File: src/dic_map.svh
// Register offsets, field positions and reset values of the input conditioning block
`ifndef DIC_MAP_SVH
`define DIC_MAP_SVH

`define DIC_ADDR_W 8
`define DIC_OFS_IN5_POL 8'h00
`define DIC_OFS_IN5_FUNC 8'h04
`define DIC_OFS_IN6_POL 8'h08
`define DIC_OFS_IN6_FUNC 8'h0c
`define DIC_OFS_STATUS 8'h10
`define DIC_POL_BIT 0
`define DIC_FUNC_BIT 0
`define DIC_EDGE_BIT 4
`define DIC_STAT_LEVEL_LSB 0
`define DIC_STAT_SEEN_LSB 8
`define DIC_CFG_RESET 16'h0000
`define DIC_RESP_OKAY 2'h0
`define DIC_RESP_SLVERR 2'h2

`endif

File: src/dic_pkg.sv
// Types shared by the input conditioning block
package dic_pkg;
  typedef struct packed {
    logic polInv;
    logic latchEn;
    logic edgeFall;
  } dic_cfg_s;

  typedef enum logic [2:0] {
    DIC_REG_NONE = 3'h0,
    DIC_REG_POL = 3'h1,
    DIC_REG_FUNC = 3'h2,
    DIC_REG_STATUS = 3'h4
  } dic_regkind_e;
endpackage

File: src/dic_channel.sv
// One input channel: synchroniser, polarity and latch edge detection
`timescale 1ns/10ps
`default_nettype none
module dic_channel (
  input wire logic core_clk,
  input wire logic rstn,
  input wire logic ce,
  input wire logic pin,
  input wire dic_pkg::dic_cfg_s cfg,
  output logic levelQ,
  output logic trigQ
);
  logic syncA_q;
  logic syncB_q;
  logic cond;

  // Two-flop synchroniser on the pin
  always_ff @(posedge core_clk or negedge rstn) begin
    if (!rstn) begin
      syncA_q <= 1'b0;
      syncB_q <= 1'b0;
    end else if (ce) begin
      syncA_q <= pin;
      syncB_q <= syncA_q;
    end
  end

  assign cond = syncB_q ^ cfg.polInv;

  always_ff @(posedge core_clk or negedge rstn) begin
    if (!rstn) begin
      levelQ <= 1'b0;
    end else if (ce) begin
      levelQ <= cond;
    end
  end

  always_ff @(posedge core_clk or negedge rstn) begin
    if (!rstn) begin
      trigQ <= 1'b0;
    end else if (ce) begin
      if (cfg.latchEn) begin
        trigQ <= cfg.edgeFall ? (levelQ & ~cond) : (~levelQ & cond);
      end else begin
        trigQ <= 1'b0;
      end
    end
  end

  a_level_follows_pin: assert property (@(posedge core_clk) disable iff (!rstn)
    ($past(rstn, 3) && $past(ce) && $past(ce, 2) && $past(ce, 3) && $stable(cfg.polInv)) |->
      (levelQ == ($past(pin, 3) ^ cfg.polInv)))
    else $error("level does not follow pin with polarity");

  a_digital_no_trig: assert property (@(posedge core_clk) disable iff (!rstn)
    (ce && !cfg.latchEn) |=> !trigQ)
    else $error("trigger in digital input mode");

  a_rise_edge_trig: assert property (@(posedge core_clk) disable iff (!rstn)
    (ce && cfg.latchEn && !cfg.edgeFall && !levelQ && cond) |=> trigQ)
    else $error("rising edge trigger missed");

  a_fall_edge_trig: assert property (@(posedge core_clk) disable iff (!rstn)
    (ce && cfg.latchEn && cfg.edgeFall && levelQ && !cond) |=> trigQ)
    else $error("falling edge trigger missed");

  a_trig_single_pulse: assert property (@(posedge core_clk) disable iff (!rstn)
    (ce && trigQ && $stable(cfg)) |=> !trigQ)
    else $error("trigger longer than one cycle");

  a_trig_needs_change: assert property (@(posedge core_clk) disable iff (!rstn)
    ($past(ce) && trigQ) |-> (levelQ != $past(levelQ)))
    else $error("trigger without corrected level change");
endmodule
`default_nettype wire

File: src/dic_top.sv
// Digital input conditioning for two channels with an AXI4-Lite register slave
// Summary of operation
// - Polarity digit: zero passes, one inverts.
// - Function digit: zero digital, one latch.
// - Edge digit: zero rising, one falling.
// - Function digit resets to zero.
// - Edge digit resets to zero.
// - Latch mode pulses trigger on chosen edge.
// - Each channel has its own two words.
//
// Our own choices: the AXI4-Lite register port and the register offsets.
`timescale 1ns/10ps
`default_nettype none
`include "dic_map.svh"
module dic_top (
  input wire logic core_clk,
  input wire logic resetn,
  input wire logic ce,
  input wire logic inputChannelFive,
  input wire logic inputChannelSix,
  output logic [1:0] condLevel,
  output logic [1:0] latchTrig,
  input wire logic [`DIC_ADDR_W-1:0] s_axi_awaddr,
  input wire logic s_axi_awvalid,
  output logic s_axi_awready,
  input wire logic [31:0] s_axi_wdata,
  input wire logic [3:0] s_axi_wstrb,
  input wire logic s_axi_wvalid,
  output logic s_axi_wready,
  output logic [1:0] s_axi_bresp,
  output logic s_axi_bvalid,
  input wire logic s_axi_bready,
  input wire logic [`DIC_ADDR_W-1:0] s_axi_araddr,
  input wire logic s_axi_arvalid,
  output logic s_axi_arready,
  output logic [31:0] s_axi_rdata,
  output logic [1:0] s_axi_rresp,
  output logic s_axi_rvalid,
  input wire logic s_axi_rready
);
  logic rstMeta_q;
  logic rstSync_q;
  logic [15:0] polCfg_q [2];
  logic [15:0] funcCfg_q [2];
  logic [1:0] latchSeen_q;
  logic [1:0] pins;
  logic awHeld_q;
  logic [`DIC_ADDR_W-1:0] awAddr_q;
  logic wHeld_q;
  logic [31:0] wData_q;
  logic [3:0] wStrb_q;
  logic wrFire;
  logic [15:0] wrMask;
  logic [2:0] wrKind;
  logic wrCh;
  logic [2:0] rdKind;
  logic rdCh;

  // Register kind of an address: pol, func, status or none
  function automatic logic [2:0] regKind(input logic [`DIC_ADDR_W-1:0] a);
    unique case (a)
      `DIC_OFS_IN5_POL, `DIC_OFS_IN6_POL: regKind = dic_pkg::DIC_REG_POL;
      `DIC_OFS_IN5_FUNC, `DIC_OFS_IN6_FUNC: regKind = dic_pkg::DIC_REG_FUNC;
      `DIC_OFS_STATUS: regKind = dic_pkg::DIC_REG_STATUS;
      default: regKind = dic_pkg::DIC_REG_NONE;
    endcase
  endfunction

  // Channel addressed: six for its two words, five otherwise
  function automatic logic regChan(input logic [`DIC_ADDR_W-1:0] a);
    regChan = (a == `DIC_OFS_IN6_POL) || (a == `DIC_OFS_IN6_FUNC);
  endfunction

  // Reset release through two flops
  always_ff @(posedge core_clk or negedge resetn) begin
    if (!resetn) begin
      rstMeta_q <= 1'b0;
      rstSync_q <= 1'b0;
    end else begin
      rstMeta_q <= 1'b1;
      rstSync_q <= rstMeta_q;
    end
  end

  // Write address and data taken in either order
  assign s_axi_awready = ce && !awHeld_q && !s_axi_bvalid;
  assign s_axi_wready = ce && !wHeld_q && !s_axi_bvalid;
  assign wrFire = ce && awHeld_q && wHeld_q && !s_axi_bvalid;
  assign wrKind = regKind(awAddr_q);
  assign wrCh = regChan(awAddr_q);
  assign wrMask = {{8{wStrb_q[1]}}, {8{wStrb_q[0]}}};

  always_ff @(posedge core_clk or negedge rstSync_q) begin
    if (!rstSync_q) begin
      awHeld_q <= 1'b0;
      awAddr_q <= '0;
    end else if (ce) begin
      if (s_axi_awvalid && s_axi_awready) begin
        awHeld_q <= 1'b1;
        awAddr_q <= s_axi_awaddr;
      end else if (wrFire) begin
        awHeld_q <= 1'b0;
      end
    end
  end

  always_ff @(posedge core_clk or negedge rstSync_q) begin
    if (!rstSync_q) begin
      wHeld_q <= 1'b0;
      wData_q <= '0;
      wStrb_q <= '0;
    end else if (ce) begin
      if (s_axi_wvalid && s_axi_wready) begin
        wHeld_q <= 1'b1;
        wData_q <= s_axi_wdata;
        wStrb_q <= s_axi_wstrb;
      end else if (wrFire) begin
        wHeld_q <= 1'b0;
      end
    end
  end

  always_ff @(posedge core_clk or negedge rstSync_q) begin
    if (!rstSync_q) begin
      s_axi_bvalid <= 1'b0;
      s_axi_bresp <= `DIC_RESP_OKAY;
    end else if (ce) begin
      if (wrFire) begin
        s_axi_bvalid <= 1'b1;
        s_axi_bresp <= (wrKind == dic_pkg::DIC_REG_NONE) ? `DIC_RESP_SLVERR : `DIC_RESP_OKAY;
      end else if (s_axi_bready) begin
        s_axi_bvalid <= 1'b0;
      end
    end
  end

  // Setting words and conditioning per channel
  assign pins = {inputChannelSix, inputChannelFive};

  genvar gi;
  generate
    for (gi = 0; gi < 2; gi++) begin : gCh
      dic_pkg::dic_cfg_s cfg;

      always_ff @(posedge core_clk or negedge rstSync_q) begin
        if (!rstSync_q) begin
          polCfg_q[gi] <= `DIC_CFG_RESET;
          funcCfg_q[gi] <= `DIC_CFG_RESET;
        end else if (ce && wrFire && (wrCh == 1'(gi))) begin
          if (wrKind == dic_pkg::DIC_REG_POL) begin
            polCfg_q[gi] <= (polCfg_q[gi] & ~wrMask) | (wData_q[15:0] & wrMask);
          end
          if (wrKind == dic_pkg::DIC_REG_FUNC) begin
            funcCfg_q[gi] <= (funcCfg_q[gi] & ~wrMask) | (wData_q[15:0] & wrMask);
          end
        end
      end

      assign cfg = '{
        polInv: polCfg_q[gi][`DIC_POL_BIT],
        latchEn: funcCfg_q[gi][`DIC_FUNC_BIT],
        edgeFall: funcCfg_q[gi][`DIC_EDGE_BIT]
      };

      dic_channel u_dic_channel (
        .core_clk(core_clk),
        .rstn(rstSync_q),
        .ce(ce),
        .pin(pins[gi]),
        .cfg(cfg),
        .levelQ(condLevel[gi]),
        .trigQ(latchTrig[gi])
      );

      // Sticky trigger record, set wins over a write-one clear
      always_ff @(posedge core_clk or negedge rstSync_q) begin
        if (!rstSync_q) begin
          latchSeen_q[gi] <= 1'b0;
        end else if (ce) begin
          if (latchTrig[gi]) begin
            latchSeen_q[gi] <= 1'b1;
          end else if (wrFire && wrKind == dic_pkg::DIC_REG_STATUS && wStrb_q[1]
                       && wData_q[`DIC_STAT_SEEN_LSB + gi]) begin
            latchSeen_q[gi] <= 1'b0;
          end
        end
      end
    end
  endgenerate

  // Read channel
  assign s_axi_arready = ce && !s_axi_rvalid;
  assign rdKind = regKind(s_axi_araddr);
  assign rdCh = regChan(s_axi_araddr);

  always_ff @(posedge core_clk or negedge rstSync_q) begin
    if (!rstSync_q) begin
      s_axi_rvalid <= 1'b0;
      s_axi_rdata <= '0;
      s_axi_rresp <= `DIC_RESP_OKAY;
    end else if (ce) begin
      if (s_axi_arvalid && s_axi_arready) begin
        s_axi_rvalid <= 1'b1;
        s_axi_rresp <= `DIC_RESP_OKAY;
        unique case (rdKind)
          dic_pkg::DIC_REG_POL: s_axi_rdata <= {16'h0000, polCfg_q[rdCh]};
          dic_pkg::DIC_REG_FUNC: s_axi_rdata <= {16'h0000, funcCfg_q[rdCh]};
          dic_pkg::DIC_REG_STATUS: s_axi_rdata <= {22'h000000, latchSeen_q, 6'h00, condLevel};
          default: begin
            s_axi_rdata <= 32'h00000000;
            s_axi_rresp <= `DIC_RESP_SLVERR;
          end
        endcase
      end else if (s_axi_rready) begin
        s_axi_rvalid <= 1'b0;
      end
    end
  end

  a_reset_func_zero: assert property (@(posedge core_clk) disable iff (!rstSync_q)
    !$past(rstSync_q) |->
      (funcCfg_q[0][`DIC_FUNC_BIT] == 1'b0) && (funcCfg_q[1][`DIC_FUNC_BIT] == 1'b0))
    else $error("function digit not zero after reset");

  a_reset_edge_zero: assert property (@(posedge core_clk) disable iff (!rstSync_q)
    !$past(rstSync_q) |->
      (funcCfg_q[0][`DIC_EDGE_BIT] == 1'b0) && (funcCfg_q[1][`DIC_EDGE_BIT] == 1'b0))
    else $error("edge digit not zero after reset");

  a_indep_five_write: assert property (@(posedge core_clk) disable iff (!rstSync_q)
    (wrFire && !wrCh) |=> ($stable(polCfg_q[1]) && $stable(funcCfg_q[1])))
    else $error("write to channel five changed channel six");

  a_indep_six_write: assert property (@(posedge core_clk) disable iff (!rstSync_q)
    (wrFire && wrCh) |=> ($stable(polCfg_q[0]) && $stable(funcCfg_q[0])))
    else $error("write to channel six changed channel five");

  a_func_write_lands: assert property (@(posedge core_clk) disable iff (!rstSync_q)
    (wrFire && wrKind == dic_pkg::DIC_REG_FUNC && wStrb_q[0]) |=>
      (funcCfg_q[$past(wrCh)][7:0] == $past(wData_q[7:0])))
    else $error("function word write lost");

  a_seen_after_trig: assert property (@(posedge core_clk) disable iff (!rstSync_q)
    (ce && latchTrig[0]) |=> latchSeen_q[0])
    else $error("trigger not recorded");

  a_bresp_in_two: assert property (@(posedge core_clk) disable iff (!rstSync_q)
    (ce && awHeld_q && wHeld_q && !s_axi_bvalid) |=> s_axi_bvalid)
    else $error("write response late");
endmodule
`default_nettype wire

File: config.mk
export PLATFORM = sky130hd
export DESIGN_NAME = dic_top
export DESIGN_NICKNAME = d
export VERILOG_FILES = /design/src/dic_pkg.sv /design/src/dic_channel.sv /design/src/dic_top.sv
export VERILOG_INCLUDE_DIRS = /design/src /design/src/src
export SDC_FILE = /design/constraint.sdc
export NUM_CORES = 1
export LEC_CHECK = 0
export ABC_AREA = 1
export BUFFER_PORTS_ARGS = -buffer_cell sky130_fd_sc_hd__buf_4
export CAP_MARGIN = 20
export CORE_MARGIN = 4
export CORE_UTILIZATION = 50
export DETAILED_ROUTE_END_ITERATION = 7
export PLACE_DENSITY = 0.84
export RECOVER_POWER = 100
export SKIP_LAST_GASP = 1
export SYNTH_ARGS = -nofsm -noshare
export SYNTH_HDL_FRONTEND = slang
export SYNTH_SLANG_ARGS = --single-unit
File: constraint.sdc
create_clock -name core_clk -period 3.85 [get_ports core_clk]
set_clock_uncertainty 0.2 [all_clocks]
set_input_delay 0.9625 -clock core_clk [delete_from_list [all_inputs] [get_ports core_clk]]
set_output_delay 0.9625 -clock core_clk [all_outputs]
set_load 0.01 [all_outputs]
Yosys cells after proc, flatten, opt, wreduce, memory -nomap -nowiden
Cells that the tools add are included.
{"block": "classes", "order_cmp": 1, "eq_ne": 14, "mux": 26, "n_bitwise": 22, "reduce_logical": 52}
{"op": "$mux W16", "n": 6}
{"op": "$and A16 B16 Y16", "n": 5}
{"op": "$or A16 B16 Y16", "n": 4}
{"op": "$pmux W16 S3", "n": 1}
{"op": "$eq A8 B4 Y1 const B", "n": 4}
{"op": "$reduce_and A2 Y1", "n": 14}
{"op": "$logic_and A1 B1 Y1", "n": 18}
{"op": "$pmux W3 S3", "n": 2}
{"op": "$eq A8 B3 Y1 const B", "n": 2}
{"op": "$eq A8 B5 Y1 const B", "n": 2}
{"op": "$logic_not A8 Y1", "n": 2}
{"op": "$not A16 Y16", "n": 1}
{"op": "$mux W1", "n": 15}
{"op": "$reduce_bool A2 Y1", "n": 6}
{"op": "$reduce_or A2 Y1", "n": 4}
{"op": "$eq A3 B1 Y1 const B", "n": 2}
{"op": "$eq A3 B2 Y1 const B", "n": 2}
{"op": "$eq A3 B3 Y1 const B", "n": 2}
{"op": "$not A1 Y1", "n": 5}
{"op": "$and A1 B1 Y1", "n": 4}
{"op": "$logic_not A1 Y1", "n": 4}
{"op": "$mux W2", "n": 2}
{"op": "$logic_not A3 Y1", "n": 1}
{"op": "$reduce_or A3 Y1", "n": 1}
{"op": "4 further kinds", "n": 6}
{"block": "word_totals", "register_bits": 142, "input_bits": 62, "out_inout_bits": 45, "word_cells": 141}

Logic depth before layout (Yosys ltp)
Gate-level depths: netlist (run 1).
{"block": "logic_depth", "ltp_word": 9, "depth_mapped": 11}

Hierarchy
A second synthesis (run 1) with hierarchy kept.
{"block": "hier_totals", "cells_unflattened": 708, "hier_area_um2": 5699.2}
{"mod": "dic_top", "n_inst": 1, "cells_per_inst": 650, "area_each_um2": 5296.3, "seq_area_each_um2": 2902.8}
{"mod": "dic_channel", "n_inst": 2, "cells_per_inst": 29, "area_each_um2": 201.4, "seq_area_each_um2": 100.1}

Least setup slack after synthesis (run 1)
Ideal clock, no wire load.
{"block": "synth_path", "kind": "in2out", "from": "in ce", "to": "out s_axi_awready", "t_arrival_ns": 1.348, "setup_slack_ns": 1.340, "path_stages": 4, "path_buffers": 0, "path_cell_list": "inv_2 > nor2_4 > inv_1 > nor2_1"}
{"block": "synth_between", "elab_chain_cells": 2}
{"item": "start: declaration", "line": "dic_top.sv:18", "text": "input wire logic ce,"}
{"item": "$logic_and A1 B1 Y1 (2 in series)", "line": "dic_top.sv:86", "text": "assign s_axi_awready = ce && !awHeld_q && !s_axi_bvalid;"}
{"item": "end: declaration", "line": "dic_top.sv:25", "text": "output logic s_axi_awready,"}
Every way passes these cells.

Worst setup path in the final report (run 1)
Ends and elaborated chain as after synthesis.

==> results.txt, run 1 <==
----------------------------------------------------
[Clocking]
  Largest buffer count on any clock path ... 2
  Setup bufs post-CTS ... 0
  Number of clock buffers inserted by TritonCTS ... 17
  Clock tree from TritonCTS ... yes
  Number of H-tree levels ... 4
  Sink count of the clock tree ... 124
  Number of gates resized after CTS ... 0
  CTS clk-pin slew, worst paths ... 0.06 ns
  Later-pin clock latency in the skew report ... 0.42 ns
  Master cell of the clock root buffer ... clkbuf_16
  Hold-fix buffer count after cts ... 0

[Synthesis]
  Count of yosys warnings during synthesis ... 0
  Register bit count reported by yosys ... 124
  Part of the Yosys area used for sequential elements ... 53.2%
  Post-synthesis instance area ... 0.00584 mm2
  Cell variety after synth ... 31
  Gate count of the mapped netlist ... around 690
  Mean post-synth cell area ... 8.45 um2

[Power and ir drop]
  Maximum vdd drop ... 317 uV
  Leakage ... 3.44 nW
  Power consumption ... 3.84 mW
  Areal power density over the cells ... 571 mW/mm2

[Floorplanning]
  Die Span Y ... 116 um
  Number of cell rows ... 39
  I/O pins ... about 110
  Core outline area ... between 0.01 and 0.015 mm2
  Width of the die ... 116 um
  Initial core utilization ... around half
  DIE AREA ... 0.0135 mm2

[STA]
  Sum of negative setup slack ... 0 ns
  Min Hold Slack ... 0.119 ns
  Final number of max-transition violations ... 48
  Setup violations, final ... 0
  RSZ-0062 raised after global routing ... false
  Tcrit/Tclk final ... 81.1%
  Slew @ Worst Pin ... 1.90 ns
  Shortest period the worst path allows ... around 3.1 ns
  Achievable Freq ... 0.320 GHz
  Final hold violation count ... 0
  Headroom to the max-slew limit ... -26.8%

[Drt]
  Via count ... ~4600
  Antenna Violating Nets Remaining ... 0
  Number of iterations in the first detailed-routing pass ... 5
  Post-detailed-route via-to-cell ratio ... 5.02
  Post-detailed-routing wire length ... 12.8 mm
  Routed len/inst ... ~14 um
  DRC viols ... 0
  Violation count after the first detailed-routing iteration ... 380

[Final layout]
  Final core utilization ... 58.9%
  Fraction of final layout cells with drive strength greater than 1 ... around 13%
  Diodes inserted ... 0
  Area added between synthesis and finish ... 15.2%
  Commonest non-fill, non-tap cell in the layout ... nand2_1
  Filler cell count ... 1059
  Commonest non-fill, non-tap cells in the layout ... nand2_1, dfrtp_1, o21ai_0, inv_1, buf_4
  Net count of the finished layout ... 817

[Setup path]
  CP startpoint kind ... input pin
  Worst endpoint required time ... 2.69 ns
  Cells on worst reg2reg path ... 6
  Endpoint class of the critical path ... primary output
  Worst EP arrival ... a little under 2 ns
  R2r setup slk ... 1.42 ns
  Critical Setup Path Class ... in -> out
  Reg-to-Reg Start ... s_axi_bvalid
  Worst-path fanout max ... 14

[Global routing]
  Number of antenna violations at the first check in global routing ... 0
  Vias in the first global route ... 4337
  Total overflow reported by the global router ... 0
  Wire length of the first global-routing pass ... around 21 mm
  Pin count of the biggest net entering global routing ... 76
  Global router's overall resource usage ... 20.4%

[Placed design]
  Routability congestion estimate from global placement ... 0.813
  HPWL reported at the end of detailed placement ... 8.36 mm
  # port buffers ... 70

[Run status]
  Result of the run ... finished with violations
  Violations in the final reports ... max-capacitance violations, max-slew violations

[Job]
  Max-capacitance violation count ... 1

[Hold path]
  Path class of the lowest-slack min-delay path ... in -> async

----------------------------------------------------
-- worst max-delay path, cell delays in order --
cell and delay (ns):
buf_4 0.19, inv_1 0.23, nor2_1 0.19, inv_1 0.07, nor2_1 0.14, clkbuf_1 0.17
-- how the worst max path moves through the flow --
stage               slack [ns]  from  depth (start not counted)            end
floorplan                 1.34    ce                          4  s_axi_awready
global placement          0.89    ce                          6  s_axi_awready
detailed placement        0.87    ce                          6  s_axi_awready
CTS                       0.87    ce                          6  s_axi_awready
global route              0.46    ce                          8           flop
finish                    0.73    ce                          6  s_axi_awready
-- metal layers --
metal	track usage [%]	routed length [um]	vias up
met2	31.1	5670	171
met1	28.2	5840	2122
met4	7.97	240	0
met3	5.38	1030	23
li1	-	-	2260
met5	0	0	-
-- power by group --
group / leakage [nW] / internal (mW) / total [mW] / switching (mW)
clock: 0.319 / 1.20 / 1.75 / 0.552
sequential: 1.58 / 1.48 / 1.59 / 0.110
combinational: 1.55 / 0.160 / 0.500 / 0.339
-- cells in the mapped netlist, drive strengths merged --
master	number	area share [%]
o211ai	4	0.51
clkbuf	8	0.51
xnor2	2	0.30
nor3	1	0.086
a21oi	26	2.2
inv	62	4.0
a22o	1	0.15
buf	38	4.7
nand4	4	1.0
conb	2	0.13
mux2	2	0.39
dfrtp	124	53
nand3b	2	0.26
nor2	43	4.0
nand2	266	17
o21ai	85	8.3
nand3	21	3.0
-- area by class of cell --
type / instances / area (um2) / share of cell area [%]
Timing Repair Buffer: 74 / 463 / 6.89
Inverter: 62 / 233 / 3.46
Clock inverter: 11 / 189 / 2.81
Sequential cell: 124 / 3100 / 46.2
Clock buffer: 21 / 470 / 7.00
Multi-Input combinational cell: 476 / 2090 / 31.0
Tap cell: 143 / 179 / 2.66
-- metrics by stage --
stage | area, um2 | setup WS [ns] | std cells
global route | 6720 | 0.457 | 911
CTS | 7010 | 0.865 | 911
finish | 6720 | 0.729 | 911
global placement | 6350 | 0.886 | 879
detailed placement | 6350 | 0.874 | 879
floorplan | 5900 | 1.34 | 708
-- logic make-up (layout without fill, tap and decap cells) --
| family | count (synthesis) | count (layout) | share of synthesized area, % |
|---|---|---|---|
| AO/OA/AOI/OAI | 116 | 116 | 11.2 |
| XOR/XNOR | 2 | 2 | 0.300 |
| buffers and inverters | 108 | 168 | 9.16 |
| flip-flops | 124 | 124 | 53.2 |
| multiplexers | 2 | 2 | 0.386 |
| other | 2 | 19 | 0.129 |
| AND/OR/NAND/NOR | 337 | 337 | 25.6 |
Note: power is estimated with default switching activity, not from simulation.
==> run 2: changes to the inputs <==
CORE_UTILIZATION = 56   (was 50)
PLACE_DENSITY = 0.88   (was 0.84)
clock period = 3 ns   (was 3.85 ns; I/O delays follow)
==> run 2 against run 1 <==
  * The run now ends clean
  * Clock-buffer cell count down 4
  * Power grew 31%
  * Core utilization up 7.6 points
  * Via count is 5.3% higher
  * Die area down 10%
  * Sequential cell count stayed put
  * Largest power group unchanged
==> results.txt, run 2 (same netlist as run 1, synthesis figures left out) <==
----------------------------------------------------
[Placed design]
  Placement-stage worst setup slack ... 0.526 ns (-0.348 ns)
  HPWL reported at the end of detailed placement ... 8.83 mm (+5.6%)
  Placed Cells incl. Taps ... 878 (-0.11%)
  Routability congestion estimate from global placement ... 0.834 (+2.5%)
  Standard cell area after detailed placement ... 0.00640 mm2 (+0.77%)
  # port buffers ... 70 (unchanged)

[STA]
  Tcrit/Tclk final ... 87.2%
  Achievable Freq ... between 0.3 and 0.4 GHz
  Headroom to the max-slew limit ... 34.1% (+61 points)
  Setup violations, final ... 0 (unchanged)
  Shortest period the worst path allows ... 2.62 ns
  Final hold violation count ... 0 (unchanged)
  Worst Slack Setup Final ... 0.385 ns (-0.344 ns)
  Final number of max-transition violations ... 0 (-100%)
  Slew @ Worst Pin ... 0.985 ns (-0.917 ns)
  RSZ-0062 raised after global routing ... false
  Sum of negative setup slack ... 0 ns (unchanged)

[Setup path]
  CP startpoint kind ... input pin
  Worst endpoint required time ... 2.05 ns (-0.64 ns)
  Endpoint class of the critical path ... primary output
  Buf/Inv on CP ... 4 (unchanged)
  Slowest CP cell ... clkbuf_1
  Worst EP arrival ... 1.67 ns (-0.29 ns)
  Critical Setup Path Class ... in -> out
  Delay-heaviest family, CP ... buffers and inverters
  CP most frequent cell ... clkbuf_1
  Cells along the critical path ... clkbuf_1 > inv_1 > clkbuf_1 > nor2_1 > clkbuf_1
  Worst-path fanout max ... 13 (-1)
  Maximum cell stage delay along the critical path ... 0.42 ns (+0.19 ns)

[Final layout]
  Commonest non-fill, non-tap cell in the layout ... nand2_1
  Sequential cell area ... 0.00310 mm2 (unchanged)
  Diodes inserted ... 0 (unchanged)
  Combined area of the multi-input logic cells ... 0.00213 mm2 (+2.0%)
  Area added between synthesis and finish ... 16.6%
  Final standard cell area without fillers ... 0.00680 mm2 (+1.2%)
  Count of placed standard cells in the final layout, fillers left out ... 911 (unchanged)
  Filler cell count ... 794 (-25%)
  Net count of the finished layout ... 824 (+0.86%)
  Fraction of final layout cells with drive strength greater than 1 ... 13.3% (+0.79 points)
  Commonest non-fill, non-tap cells in the layout ... nand2_1, dfrtp_1, o21ai_0, inv_1, buf_4

[Clocking]
  CTS clk-pin slew, worst paths ... 0.06 ns (about the same)
  Number of H-tree levels ... 4 (unchanged)
  Number of clock buffers inserted by TritonCTS ... 17 (unchanged)
  Later-pin clock latency in the skew report ... 0.52 ns (+0.10 ns)
  Master cell of the clock root buffer ... clkbuf_8
  Largest buffer count on any clock path ... 2 (unchanged)
  Sink count of the clock tree ... 124 (unchanged)
  Number of gates resized after CTS ... 0 (unchanged)
  Clock tree from TritonCTS ... yes

[Power and ir drop]
  Share of power burned in the clock network ... 46.0% (+0.4 points)
  NetSw ... 1.38 mW (+37%)
  Power consumption ... 5.01 mW (+31%)
  Maximum vdd drop ... 443 uV (+40%)
  Part of the power in combinational logic ... 13.2% (+0.2 points)
  Areal power density over the cells ... 737 mW/mm2 (+29%)
  Leakage ... 3.46 nW (+0.52%)
  Sw Share ... 27.4% (+1.3 points)
  Cell-internal power ... 3.64 mW (+28%)
  Relative contribution of sequential cells to total power ... 40.8% (-0.6 points)

[Floorplanning]
  Core outline area ... 0.0102 mm2 (-10%)
  Initial core utilization ... 57.0% (+5.9 points)
  Number of cell rows ... 37 (-5.1%)
  Width of the die ... 110 um (-5.1%)
  I/O pins ... 107 (unchanged)
  Die Span Y ... 110 um (-5.1%)
  DIE AREA ... 0.0121 mm2 (-10%)

[Global routing]
  Number of antenna violations at the first check in global routing ... 0 (unchanged)
  Pin count of the biggest net entering global routing ... 64 (-16%)
  Total overflow reported by the global router ... 0 (unchanged)
  Vias in the first global route ... 4722 (+8.9%)
  Wire length of the first global-routing pass ... 22.3 mm (+6.0%)
  Global router's overall resource usage ... 24.1% (+3.7 points)

[Drt]
  Violation count after the first detailed-routing iteration ... 427 (+12%)
  Via count ... 4817 (+5.3%)
  Post-detailed-route via-to-cell ratio ... 5.29 (+5.3%)
  Antenna Violating Nets Remaining ... 0 (unchanged)
  DRC viols ... 0 (unchanged)
  Post-detailed-routing wire length ... 13.8 mm (+8.1%)
  Number of iterations in the first detailed-routing pass ... 5 (unchanged)
  Routed len/inst ... 15.2 um (+8.1%)

[Hold path]
  Path class of the lowest-slack min-delay path ... reg -> reg

[Job]
  Max-capacitance violation count ... 0 (-1)

[Run status]
  Result of the run ... complete, no violations

----------------------------------------------------
-- run 2: worst paths after layout --
path	start	endpoint	slack, ns	depth (start not counted)
worst max-delay path	ce	s_axi_arready	0.38	5
worst max register to register	s_axi_bvalid	flop	0.49	6
worst min register to register	rstMeta_q	rstSync_q	0.15	0
max in group asynchronous	rstSync_q	async pin	0.96	1
min in group asynchronous	rstSync_q	wData_q[13]	0.18	0
worst min-delay path	rstMeta_q	rstSync_q	0.15	0
-- run 2: cell type report --
| cell class | instances | area share, % |
|---|---|---|
| Sequential cell | 124 | 45.6 |
| Multi-Input combinational cell | 476 | 31.3 |
| Timing Repair Buffer | 81 | 7.28 |
| Clock buffer | 17 | 6.09 |
| Clock inverter | 15 | 3.81 |
| Inverter | 62 | 3.42 |
| Tap cell | 136 | 2.50 |
-- run 2: layer usage --
layer  part of all wire [%]  GRT usage (%)  vias up  wire [um]
met5                      0              0        -          0
met4                    2.7           10.4        0        368
met3                    7.4           6.06       42       1020
met2                     48           39.1      222       6570
met1                     42           30.8     2279       5860
li1                       -              -     2274          -
-- run 2: repair_timing --
item / in CTS / in global routing
setup buffers: 0 / 0
hold endpoints to repair: 2 / 0
hold buffers: 1 / 0
-- run 2: through the flow --
step | hold WS, ns | util [%]
5_1_grt | 0.170 | 66.5
3_3_place_gp | 0.0169 | 62.5
6_report | 0.149 | 66.5
3_5_place_dp | 0.0197 | 62.5
2_1_floorplan | 0.131 | -
4_1_cts | 0.0274 | 69.2
-- run 2: power by group through the flow --
stage	logic (mW)	registers [mW]	clock network (mW)
4_1_cts	0.757	2.06	2.32
2_1_floorplan	0.507	2.08	0
6_report	0.661	2.04	2.31
3_3_place_gp	0.708	2.08	0
3_5_place_dp	0.747	2.09	0
5_1_grt	0.750	2.06	2.41
